`src/shared/usbsf_params.svh`:
```
// Register offsets, field positions, reset values and timing counts.
`ifndef USBSF_PARAMS_SVH
`define USBSF_PARAMS_SVH
`define USBSF_OFF_STATUS      12'h050
`define USBSF_OFF_MASK        12'h0F0
`define USBSF_OFF_CTRL        12'h0F4
`define USBSF_BIT_SEQ_ERR     31
`define USBSF_BIT_ACK         30
`define USBSF_BIT_STALL       29
`define USBSF_BIT_NAK         28
`define USBSF_BIT_TIMEOUT     27
`define USBSF_BIT_OVERFLOW    26
`define USBSF_BIT_STUFF       25
`define USBSF_BIT_CRC         24
`define USBSF_BIT_BUS_RESET   19
`define USBSF_BIT_DONE        18
`define USBSF_BIT_SETUP       17
`define USBSF_BIT_CONNECTED   16
`define USBSF_BIT_RESUME      11
`define USBSF_WC_MASK         32'hFF0E0800
`define USBSF_RST_STATUS      32'h00000000
`define USBSF_RST_MASK        32'h00000000
`define USBSF_RST_CTRL        1'b0
`define USBSF_CLK_MHZ         25
// Turnaround limit in bit times at full speed, and the bit time in ps.
`define USBSF_TURNAROUND_BITS 18
`define USBSF_BIT_TIME_PS     83333
`define USBSF_TIMEOUT_CYCLES  ((`USBSF_TURNAROUND_BITS*`USBSF_BIT_TIME_PS)/(1000000/`USBSF_CLK_MHZ))
`endif

```
`src/shared/usbsf_pkg.sv`:
```
// Types shared by the status flag logic.
package usbsf_pkg;
    typedef enum logic [1:0] {
        USBSF_PID_DATA0 = 2'h0,
        USBSF_PID_DATA1 = 2'h1
    } usbsf_data_pid_t;

    // Events reported by the receive engine and transaction sequencer.
    typedef struct packed {
        logic            setup_tok;
        logic            data_pkt;
        usbsf_data_pid_t data_pid;
        logic            data_out;
        logic            data_zero_len;
        logic            ack_rx;
        logic            stall_rx;
        logic            nak_rx;
        logic            overflow;
        logic            stuff_err;
        logic            crc_err;
        logic            bus_reset;
        logic            resume_seen;
        logic            pkt_sent;
        logic            pkt_sent_setup;
        logic            ack_wait;
    } usbsf_evt_t;

    // Buffer control word fields from buffer RAM.
    typedef struct packed {
        logic            final_buffer_marker;
        usbsf_data_pid_t expected_pid;
        logic            data_stage_follows;
    } usbsf_bufctl_t;

    typedef enum logic [1:0] {
        USBSF_TO_IDLE = 2'b00,
        USBSF_TO_WAIT = 2'b01,
        USBSF_TO_FIRE = 2'b11
    } usbsf_to_state_t;
endpackage

```
`src/design/usbsf_ack_timer.sv`:
```
// Receive-timeout watchdog for the expected handshake.
`timescale 1ns/100ps
`include "usbsf_params.svh"
module usbsf_ack_timer
    import usbsf_pkg::*;
(
    input  wire logic pclk,
    input  wire logic presetn,
    input  wire logic ack_wait,
    input  wire logic ack_rx,
    output logic      timeout_pulse
);
    localparam int LIMIT = (`USBSF_TIMEOUT_CYCLES < 1) ? 1
                                                     : `USBSF_TIMEOUT_CYCLES;
    typedef struct packed {
        usbsf_to_state_t st;
        logic [7:0]      cnt;
        logic            fire;
    } tmr_t;
    tmr_t r;
    tmr_t next_r;

    always_comb begin
        next_r = r;
        next_r.fire = 1'b0;
        case (r.st)
            USBSF_TO_IDLE: begin
                if (ack_wait && !ack_rx) begin
                    next_r.st = USBSF_TO_WAIT;
                    next_r.cnt = 8'h00;
                end
            end
            USBSF_TO_WAIT: begin
                if (ack_rx) begin
                    next_r.st = USBSF_TO_IDLE;
                end else if (r.cnt == 8'(LIMIT - 1)) begin
                    next_r.st = USBSF_TO_FIRE;
                end else begin
                    next_r.cnt = r.cnt + 8'h01;
                end
            end
            USBSF_TO_FIRE: begin
                next_r.fire = 1'b1;
                next_r.st = USBSF_TO_IDLE;
            end
            default: next_r.st = USBSF_TO_IDLE;
        endcase
    end

    always_ff @(posedge pclk or negedge presetn) begin
        if (!presetn) begin
            r <= '0;
        end else begin
            r <= next_r;
        end
    end

    assign timeout_pulse = r.fire;
endmodule

```
`src/design/usbsf_apb_port.sv`:
```
// APB slave front end: decodes a one-wait-free access into strobes.
`timescale 1ns/100ps
`include "usbsf_params.svh"
module usbsf_apb_port
    import usbsf_pkg::*;
(
    input  wire logic        psel,
    input  wire logic        penable,
    input  wire logic        pwrite,
    input  wire logic [11:0] paddr,
    output logic             wr_status,
    output logic             wr_mask,
    output logic             wr_ctrl,
    output logic             mapped
);
    logic access;
    assign access = psel && penable;
    assign wr_status = access && pwrite && paddr == `USBSF_OFF_STATUS;
    assign wr_mask   = access && pwrite && paddr == `USBSF_OFF_MASK;
    assign wr_ctrl   = access && pwrite && paddr == `USBSF_OFF_CTRL;
    assign mapped    = paddr == `USBSF_OFF_STATUS ||
                       paddr == `USBSF_OFF_MASK   ||
                       paddr == `USBSF_OFF_CTRL;
endmodule

```
`src/design/usbsf_status.sv`:
```
// Status flag register of the USB serial interface engine.
//
// Functional notes
// - Device: SETUP followed by DATA1 sets the sequence fault flag.
// - Device: OUT data PID unlike buffer word expectation sets sequence fault.
// - Host: IN data with unexpected PID sets sequence fault flag.
// - ACK handshake arriving sets acknowledge flag in either role.
// - Missing ACK within turnaround limit sets receive timeout flag.
// - Receive overflow event sets the overflow flag.
// - Bit stuffing violation sets the stuffing error flag.
// - CRC failure sets the checksum failure flag.
// - Device: bus reset from host sets the link reset flag.
// - Device: IN or OUT packet with final marker sets done flag.
// - Host: setup sent with no data stage sets done flag.
// - Host: zero-length IN data sets done flag.
// - Host: IN data with final marker sets done flag.
// - Host: OUT data sent with final marker sets done flag.
// - Device: accepted SETUP sets the setup seen flag.
// - Far end resume signalling sets resume flag in either role.
//
// The implementer's own choice: register access over APB.
`timescale 1ns/100ps
`include "usbsf_params.svh"
module usbsf_status
    import usbsf_pkg::*;
(
    input  wire logic          pclk,
    input  wire logic          presetn,
    input  wire logic          psel,
    input  wire logic          penable,
    input  wire logic          pwrite,
    input  wire logic [11:0]   paddr,
    input  wire logic [31:0]   pwdata,
    output logic      [31:0]   prdata,
    output logic               pready,
    output logic               pslverr,
    input  wire usbsf_evt_t    evt,
    input  wire usbsf_bufctl_t bufctl,
    input  wire logic          host_role,
    input  wire logic          connected,
    output logic               irq
);

    // ============================================================
    // State
    // ============================================================
    typedef struct packed {
        logic [31:0] status;
        logic [31:0] mask;
        logic        ctrl_enable;
        logic        after_setup;
        logic [31:0] rdata;
        logic        ready;
        logic        slverr;
        logic        irq;
    } st_t;
    st_t r;
    st_t next_r;

    logic wr_status;
    logic wr_mask;
    logic wr_ctrl;
    logic mapped;
    logic timeout_pulse;

    usbsf_apb_port u_port (
        .psel      (psel),
        .penable   (penable),
        .pwrite    (pwrite),
        .paddr     (paddr),
        .wr_status (wr_status),
        .wr_mask   (wr_mask),
        .wr_ctrl   (wr_ctrl),
        .mapped    (mapped)
    );

    usbsf_ack_timer u_timer (
        .pclk          (pclk),
        .presetn       (presetn),
        .ack_wait      (evt.ack_wait && r.ctrl_enable),
        .ack_rx        (evt.ack_rx),
        .timeout_pulse (timeout_pulse)
    );

    function automatic logic [31:0] bit_at(input int pos, input logic v);
        logic [31:0] m;
        m = 32'h00000000;
        m[pos] = v;
        return m;
    endfunction

    // ============================================================
    // Event decoding
    // ============================================================
    logic        dev;
    logic        seq_err;
    logic        done;
    logic [31:0] set_vec;

    always_comb begin
        dev = !host_role;
        seq_err = 1'b0;
        done = 1'b0;
        if (evt.data_pkt && dev) begin
            if (r.after_setup && evt.data_pid == USBSF_PID_DATA1) begin
                seq_err = 1'b1;
            end
            if (evt.data_out && !r.after_setup &&
                evt.data_pid != bufctl.expected_pid) begin
                seq_err = 1'b1;
            end
            if (bufctl.final_buffer_marker) begin
                done = 1'b1;
            end
        end
        if (evt.data_pkt && host_role && !evt.data_out) begin
            if (evt.data_pid != bufctl.expected_pid) begin
                seq_err = 1'b1;
            end
            if (evt.data_zero_len) begin
                done = 1'b1;
            end
            if (bufctl.final_buffer_marker) begin
                done = 1'b1;
            end
        end
        if (host_role && evt.pkt_sent) begin
            if (evt.pkt_sent_setup && !bufctl.data_stage_follows) begin
                done = 1'b1;
            end
            if (!evt.pkt_sent_setup && bufctl.final_buffer_marker) begin
                done = 1'b1;
            end
        end
        if (dev && evt.pkt_sent && bufctl.final_buffer_marker) begin
            done = 1'b1;
        end
        set_vec = bit_at(`USBSF_BIT_SEQ_ERR, seq_err)
            | bit_at(`USBSF_BIT_ACK, evt.ack_rx)
            | bit_at(`USBSF_BIT_STALL, host_role && evt.stall_rx)
            | bit_at(`USBSF_BIT_NAK, host_role && evt.nak_rx)
            | bit_at(`USBSF_BIT_TIMEOUT, timeout_pulse)
            | bit_at(`USBSF_BIT_OVERFLOW, evt.overflow)
            | bit_at(`USBSF_BIT_STUFF, evt.stuff_err)
            | bit_at(`USBSF_BIT_CRC, evt.crc_err)
            | bit_at(`USBSF_BIT_BUS_RESET, dev && evt.bus_reset)
            | bit_at(`USBSF_BIT_DONE, done)
            | bit_at(`USBSF_BIT_SETUP, dev && evt.setup_tok)
            | bit_at(`USBSF_BIT_RESUME, evt.resume_seen);
        if (!r.ctrl_enable) begin
            set_vec = 32'h00000000;
        end
    end

    // ============================================================
    // Register update and bus answers
    // ============================================================
    always_comb begin
        next_r = r;
        if (evt.setup_tok) begin
            next_r.after_setup = 1'b1;
        end else if (evt.data_pkt) begin
            next_r.after_setup = 1'b0;
        end
        // A write of one clears, but an event in the same cycle wins.
        next_r.status = r.status & ~(wr_status ? pwdata : 32'h00000000)
                        & `USBSF_WC_MASK;
        next_r.status = next_r.status | (set_vec & `USBSF_WC_MASK);
        next_r.status[`USBSF_BIT_CONNECTED] = connected;
        if (wr_mask) begin
            next_r.mask = pwdata & `USBSF_WC_MASK;
        end
        if (wr_ctrl) begin
            next_r.ctrl_enable = pwdata[0];
        end
        next_r.ready = psel && !penable;
        next_r.slverr = psel && !penable && !mapped;
        next_r.rdata = 32'h00000000;
        if (psel && !penable && !pwrite) begin
            case (paddr)
                `USBSF_OFF_STATUS: next_r.rdata = r.status;
                `USBSF_OFF_MASK:   next_r.rdata = r.mask;
                `USBSF_OFF_CTRL:   next_r.rdata = {31'h0, r.ctrl_enable};
                default:           next_r.rdata = 32'h00000000;
            endcase
        end
        // Read data is captured in setup, so status seen is one cycle old.
        next_r.irq = |(next_r.status & next_r.mask & `USBSF_WC_MASK);
    end

    always_ff @(posedge pclk or negedge presetn) begin
        if (!presetn) begin
            r.status      <= `USBSF_RST_STATUS;
            r.mask        <= `USBSF_RST_MASK;
            r.ctrl_enable <= `USBSF_RST_CTRL;
            r.after_setup <= 1'b0;
            r.rdata       <= 32'h00000000;
            r.ready       <= 1'b0;
            r.slverr      <= 1'b0;
            r.irq         <= 1'b0;
        end else begin
            r <= next_r;
        end
    end

    assign prdata  = r.rdata;
    assign pready  = r.ready;
    assign pslverr = r.slverr;
    assign irq     = r.irq;
endmodule

```
`config.mk`:
```
export PLATFORM = sky130hd
export DESIGN_NAME = usbsf_status
export DESIGN_NICKNAME = d
export VERILOG_FILES = /design/src/shared/usbsf_pkg.sv /design/src/design/usbsf_ack_timer.sv /design/src/design/usbsf_apb_port.sv /design/src/design/usbsf_status.sv
export VERILOG_INCLUDE_DIRS = /design/src /design/src/shared
export SDC_FILE = /design/constraint.sdc
export NUM_CORES = 1
export LEC_CHECK = 0
export BUFFER_PORTS_ARGS = -buffer_cell sky130_fd_sc_hd__buf_2
export CORE_MARGIN = 1.5
export CORE_UTILIZATION = 49
export CTS_CLUSTER_SIZE = 8
export DETAILED_ROUTE_END_ITERATION = 8
export PLACE_DENSITY = 0.88
export RECOVER_POWER = 50
export SETUP_SLACK_MARGIN = 0.5
export SYNTH_ARGS = -nofsm -noshare
export SYNTH_HDL_FRONTEND = slang
export SYNTH_SLANG_ARGS = --single-unit
```
`constraint.sdc`:
```
create_clock -name pclk -period 2.3 [get_ports pclk]
set_input_delay 0.46 -clock pclk [delete_from_list [all_inputs] [get_ports pclk]]
set_output_delay 0.46 -clock pclk [all_outputs]
set_load 0.005 [all_outputs]
```
==> flow_summary.yaml, run 1 <==
layout:
  area_growth_pct: 28.6
  num_antenna_cells: 0
  nets: 446
  regArea_mm2: 0.00140
  final_area_mm2: 0.00371
  drive_gt1_frac: 0.384
  fill_cells: 443
  stdcell_count: 444
  multi_input_area_mm2: 0.00142
sta:
  finalCritPeriodShare: 0.863
  final_hold_viol_count: 0
  slew_violations: 0
  max_slew_margin: 0.0937
  fmax_mhz: 504
  rsz0062_at_grt: "yes"
  finalClockSkew_ps: 6.48
  setup_viol: 0
  min_period_ps: 1980
  worstMarginPinSlew_ps: 1360
logic_synthesis:
  syn_inst: 290
  synth_edf_count: 0
  ys_ff_latch: 56
  synth_largest_area_cell: "dfrtp_1"
  synthFlopType: "dfrtp_1"
  netlist_area_mm2: 0.00288
  synth_cell_type_count: 51
  yosysWarnings: 0
  ys_top_cells_by_area: "dfrtp_1 49%, buf_4 8.3%, a22oi_1 4.9%"
  seq_area_frac_synth: 0.486
  syn_avg_cell_area_um2: 9.94
  yosys.area.top_type_share: 0.486
  synthArstFlopShare: 1.00
power:
  clkPwrFrac: 0.308
  leakage_nw: 1.90
  combPwrFrac: 0.089
  power.density_mw_per_mm2: 445
  power.internal_w: 0.00126
  irDropWorstVdd_mv: 0.238
  swShare: 0.237
  switchingPower_w: 0.000391
  seqPwrFrac: 0.604
global_routing:
  grt_max_degree: 26
  antenna_found_initial: 0
  grt.overflow.total: 0
  grt_pass1_vias: 2299
  grt_pass1_wl_um: 10700
  grt_usage: 0.221
place:
  gp_congestion: 0.927
  numPlacedInstances: 420
  io_buffers: 69
  dp.final_hpwl_um: 4540
  place_area_mm2: 0.00321
outcome:
  status: "complete, no violations"
clock_network:
  clk_path_buf_depth: 2
  clockRootBuffer: "clkbuf_8"
  holdBufCountCts: 0
  cts_inserted_buffers: 5
  clk_pin_slew_worst_paths_ps: 90
  worstSkewPairLatency_ps: 300
  cts.htree.levels: 2
  cts_tree: "done"
  clock-sinks: 56
floorplanning:
  dieArea_mm2: 0.00636
  die_width_um: 79.7
  boundaryPins: 107
  num_rows: 27
  die_h_um: 79.7
  start_util: 0.514
  core_mm2: 0.00561
drt:
  wire_per_inst_um: 15.8
  routed_via_density: 5.36
  vias: 2381
  finalWirelength_um: 7010
  postRouteAntennaNets: 0
  first_pass_iters: 4
  drt_iter0_drc: 153
  drc: 0
setup_path:
  start_kind: "input port"
  cpPeakStageDelay_ps: 360
  arrival_ps: 2140
  worstPathCellList: "buf_6, nor4_4, buf_4, nand4_4, buf_12, buf_4, nand2_2, o21ai_4, a2111oi_4, nand4_1"
  required_ps: 2460
  slowest_stage: "a2111oi_4"
  crit_type: "input port to flip-flop"
  cpMostUsedCell: "buf_4"
  path_max_fanout: 4
  crit_path_end_kind: "flip-flop"
job:
  maxCapViolCount: 0
hold_path:
  min_path_type: "input port to flip-flop"
[registers in the layout (all words and copies together), names as in the netlist]
signal and flops:
r 28, prdata 14, u_timer.r 10, irq 1
pready 1, pslverr 1, u_timer.timeout_pulse 1
[power groups by stage]
stage / registers [W] / clock network [W] / logic [W]
2_1_floorplan: 0.00101 / 0 / 0.0000627
3_3_place_gp: 0.00102 / 0 / 0.000127
3_5_place_dp: 0.00102 / 0 / 0.000131
4_1_cts: 0.000996 / 0.000513 / 0.000141
5_1_grt: 0.000998 / 0.000572 / 0.000163
6_report: 0.000996 / 0.000508 / 0.000146
[path summary, 6_finish.rpt]
check / slack, ps / from / endpoint / depth (start not counted)
worst min-delay path: 260 / connected / r[85]$_DFF_PN0_ / 1
worst min register to register: 500 / r[53]$_DFF_PN0_ / r[53]$_DFF_PN0_ / 1
min in group asynchronous: 440 / presetn / r[35]$_DFFE_PN0P_ / 1
max in group asynchronous: 750 / presetn / r[56]$_DFF_PN0_ / 2
worst max-delay path: 320 / paddr[11] / irq$_DFF_PN0_ / 10
worst max register to register: 430 / u_timer.r[10]$_DFFE_PN0P_ / u_timer.r[7]$_DFFE_PN0P_ / 6
[cells in the mapped netlist, types with 2 or more instances]
cell type / n
nand4b_1: 3
nand4_1: 4
nand2b_1: 5
and2_1: 2
nor4_2: 3
nor3_1: 2
nand3_1: 3
nor2_1: 24
nand2_1: 33
and4b_1: 2
and4_1: 2
xnor2_1: 4
a22oi_1: 19
or3_1: 3
buf_2: 4
mux2_2: 2
ha_1: 2
a31oi_1: 3
a21oi_1: 6
nand3b_1: 2
o21ai_0: 16
dfrtp_1: 56
mux2i_1: 3
inv_1: 18
xor2_1: 2
nand4_2: 2
and4bb_1: 2
clkbuf_1: 4
or2_1: 5
buf_4: 32
o21ai_1: 2
[logic make-up after synthesis]
family / share of synthesized area
muxes: 0.0234
other: 0.00130
and+or+nand+nor: 0.212
AOI/OAI and AO/OA: 0.128
adders and majority gates: 0.00868
xor gates and xnor gates: 0.0182
DFF: 0.486
buffers and inverters: 0.123
[routing by layer]
layer | vias up | routed length [µm] | GRT usage
li1 | 1113 | - | -
met1 | 1150 | 2780 | 0.272
met2 | 102 | 3670 | 0.379
met3 | 16 | 412 | 0.0411
met4 | 0 | 154 | 0.0895
met5 | - | 0 | 0
[final cells by class]
| cell class | count | area share |
|---|---|---|
| inverter | 18 | 0.0182 |
| sequential | 56 | 0.378 |
| timing repair buffer | 99 | 0.176 |
| multi-input combinational | 192 | 0.382 |
| clock inverter | 2 | 0.00337 |
| tap | 72 | 0.0243 |
| clock buffer | 5 | 0.0186 |
[critical path: cells and delay by family]
kind	cells	cell delay, ps
compound gates	2	430
buf+inv	4	590
simple gates	4	660
[through the flow]
step | worst slack [ps] | setup TNS, ps | util | hold WS, ps | total power, W
after global placement | -34.3 | -34.3 | 0.573 | 471 | 0.00114
after floorplan | 407 | 0 | - | 164 | 0.00108
final | 315 | 0 | 0.661 | 262 | 0.00165
after global routing | 231 | 0 | 0.661 | 242 | 0.00173
after CTS | 352 | 0 | 0.630 | 151 | 0.00165
after detailed placement | -74.3 | -74.3 | 0.573 | 477 | 0.00115
[what timing repair did]
item	4_1_cts	5_1_grt
resized for setup	26	27
setup endpoints to repair	20	21
pin swaps	8	13
buffers inserted	8	6
gates cloned	2	1
[cells in the final DEF, fill, tap and decap left out, drive strengths merged, types with 3 or more instances in the layout]
cell type,count
or2,5
conb,18
clkbuf,9
nand2,33
nor3,3
nor2,24
nand4,6
mux2,3
nand3,3
a21oi,6
mux2i,3
a22oi,19
nand4b,3
nand2b,5
buf,94
xnor2,4
inv,18
dfrtp,56
o21ai,18
nor4,4
a31oi,3
or3,3
(Power assumes the default switching activity.)
==> run 2: changes to the inputs <==
--- a/config.mk
+++ b/config.mk
@@ -7,13 +7,15 @@
 export NUM_CORES = 1
 export LEC_CHECK = 0
 export BUFFER_PORTS_ARGS = -buffer_cell sky130_fd_sc_hd__buf_2
+export CORE_ASPECT_RATIO = 0.5
 export CORE_MARGIN = 1.5
 export CORE_UTILIZATION = 49
 export CTS_CLUSTER_SIZE = 8
 export DETAILED_ROUTE_END_ITERATION = 8
-export PLACE_DENSITY = 0.88
+export PLACE_DENSITY = 0.89
 export RECOVER_POWER = 50
 export SETUP_SLACK_MARGIN = 0.5
 export SYNTH_ARGS = -nofsm -noshare
 export SYNTH_HDL_FRONTEND = slang
+export SYNTH_HIERARCHICAL = 1
 export SYNTH_SLANG_ARGS = --single-unit
==> run 2 against run 1 <==
Against the previous run: the flow now finishes with violations (capacitance limit, slew limit); clock power grew 66%; global-route usage is 2.6 points higher; utilization decreased by 2.9 points; die area decreased by 1.5%; combinational power is 8% lower; via count fell by 1.0%; highest routed layer unchanged; critical path depth increased by 1; register-to-register slack improved by 190 ps; sequential power about the same; critical path type unchanged; final area shrank 6.0%; first-iteration DRC count is 5.2% lower.
==> flow_summary.yaml, run 2 <==
logic_synthesis:
  netlist_area_mm2: 0.00283
  syn_inst: 264
  yosysWarnings: 6
  synth_top_family_by_area: "simple AND/OR/NAND/NOR gates"
  synth_cell_type_count: 50
  synthArstFlopShare: 1.00
  yosys.area.top_type_share: 0.496
  synth-compound-area-share: 0.147
  seq_area_frac_synth: 0.496
  ys_ff_latch: 56
  synth.most_common_cell: "dfrtp_1"
  syn_avg_cell_area_um2: 10.7
  ys_top_cells_by_area: "dfrtp_1 50%, buf_4 8.8%, a22oi_1 5.0%"
  synthMuxAreaShare: 0.0554
  synth_edf_count: 0
  synthSimpleGateAreaFrac: 0.176
  synthAdderAreaFrac: 0.00886
  synthFlopType: "dfrtp_1"
  synth_xor_area_frac: 0.00620
  synth_largest_area_cell: "dfrtp_1"
  yosys-top-cells-count: "56 x dfrtp_1, 33 x buf_4, 27 x nor2_1"
drt:
  first_pass_iters: 4
  drt_iter0_drc: 145
  finalWirelength_um: 7190
  routed_via_density: 5.73
  wire_per_inst_um: 17.5
  postRouteAntennaNets: 0
  vias: 2357
  drc: 0
global_routing:
  grt_pass1_vias: 2371
  grt_pass1_wl_um: 11400
  grt_max_degree: 31
  grt.overflow.total: 0
  antenna_found_initial: 0
  grt_usage: 0.247
power:
  irDropWorstVdd_mv: 0.381
  leakage_nw: 1.74
  power.density_mw_per_mm2: 566
setup_path:
  required_ps: 2460
  start_kind: "input port"
  cpPeakStageDelay_ps: 270
  cp_num_buf_inv: 3
  crit_type: "input port to flip-flop"
  arrival_ps: 2170
  critical-path-top-delay-family: "simple AND/OR/NAND/NOR gates"
  path_max_fanout: 8
  cpMostUsedCell: "nand4_1"
  worstPathCellList: "buf_8, nor4_4, nand4_1, buf_4, nor2_4, buf_6, nand2_1, a32o_1, a22oi_2, nand4_1, nand4b_1"
  slowest_stage: "nor4_4"
  crit_path_end_kind: "flip-flop"
clock_network:
  holdBufCountCts: 0
  clk_pin_slew_worst_paths_ps: 70
  cts_tree: "done"
  clk_path_buf_depth: 2
  clockRootBuffer: "clkbuf_16"
  clock-sinks: 56
  cts.htree.levels: 2
  worstSkewPairLatency_ps: 290
  cts_inserted_buffers: 5
layout:
  nets: 411
  largest_reg_flops: 28
  utilization: 0.632
  final_cell_mix: "65 x buf_2, 56 x dfrtp_1, 25 x nor2_1"
  drive_gt1_frac: 0.373
  final_common_cell: "buf_2"
  area_growth_pct: 23.4
  num_antenna_cells: 0
  fill_cells: 400
  top_register: "r"
floorplanning:
  start_util: 0.512
  core_mm2: 0.00552
  dieArea_mm2: 0.00626
  boundaryPins: 107
  die_width_um: 110
  die_h_um: 56.7
  num_rows: 19
sta:
  fmax_mhz: 498
  setup_viol: 0
  min_period_ps: 2010
  finalCritPeriodShare: 0.874
  rsz0062_at_grt: "yes"
  layout_setup_ws_ps: 290
  worstMarginPinSlew_ps: 1600
  setup_tns_ps: 0
  final_hold_viol_count: 0
  finalClockSkew_ps: 8.18
  slew_violations: 30
  max_slew_margin: -0.0694
job:
  maxCapViolCount: 1
place:
  place_ws_ps: -76.1
  io_buffers: 69
  gp_congestion: 0.852
  dp.final_hpwl_um: 4690
hold_path:
  min_path_type: "input port to flip-flop"
outcome:
  violations: "capacitance limit, slew limit"
  status: "finished, violations left"
==> run 2: cell types whose count changed in the layout (fill, tap and decap cells not counted), sizes merged, moves of 4 or more <==
| cell | change |
|---|---|
| nand2 | -14 |
| or2 | -5 |
| a21oi | -5 |
| buf | -7 |
| inv | -11 |
| xnor2 | -4 |
| o21ai | -6 |
| mux2 | +10 |
| a22o | +8 |
==> run 2: cell type report <==
cell class / instances / area, µm² / area share
Clock buffer: 6 / 129 / 0.0370
Clock inverter: 2 / 35.0 / 0.0101
Inverter: 7 / 26.3 / 0.00754
Multi-Input combinational cell: 178 / 1260 / 0.362
Sequential cell: 56 / 1400 / 0.402
Tap cell: 73 / 91.3 / 0.0262
Timing Repair Buffer: 89 / 541 / 0.155
==> run 2: power by group <==
group / internal, W / switching (W)
Clock: 0.000512 / 0.000329
Sequential: 0.000991 / 0.00000458
Combinational: 0.0000563 / 0.0000778
==> run 2: kinds of logic (layout without fill, tap and decap cells) <==
logic type / after synthesis / in the layout
and+or+nand+nor: 87 / 87
DFF: 56 / 56
AOI/OAI and AO/OA: 55 / 55
buffers and inverters: 47 / 104
muxes: 14 / 14
adders and majority gates: 2 / 2
xor gates and xnor gates: 2 / 2
other: 1 / 18
==> run 2: path summary, 6_finish.rpt <==
| path | startpoint | to | slack [ps] | depth (start not counted) |
|---|---|---|---|---|
| worst min-delay path | connected | r[85]$_DFF_PN0_ | 280 | 1 |
| worst min register to register | r[85]$_DFF_PN0_ | prdata[16]$_DFF_PN0_ | 520 | 2 |
| worst max register to register | r[36]$_DFFE_PN0P_ | u_timer/r[8]$_DFFE_PN0P_ | 620 | 4 |
| max in group asynchronous | presetn | r[36]$_DFFE_PN0P_ | 800 | 1 |
| worst max-delay path | paddr[11] | irq$_DFF_PN0_ | 290 | 11 |
| min in group asynchronous | presetn | prdata[25]$_DFF_PN0_ | 560 | 1 |
==> run 2: through the flow <==
stage	total power [W]	hold WS (ps)	instance area, µm²	std cells
after floorplan	0.00107	164	2910	281
after global placement	0.00113	458	3170	396
after detailed placement	0.00114	497	3170	396
after CTS	0.00197	218	3440	409
after global routing	0.00203	269	3490	411
final	0.00197	279	3490	411
==> run 2: layer usage <==
metal	GRT usage	vias to the layer above	part of all wire
li1	-	1037	-
met1	0.287	1159	0.39
met2	0.407	127	0.49
met3	0.0720	34	0.075
met4	0.141	0	0.045
met5	0	-	0
==> run 2: what timing repair did <==
item,CTS,global route
pin swaps,8,7
gates resized for setup,20,8
endpoints found under the setup margin,1,16
setup buffers,5,2
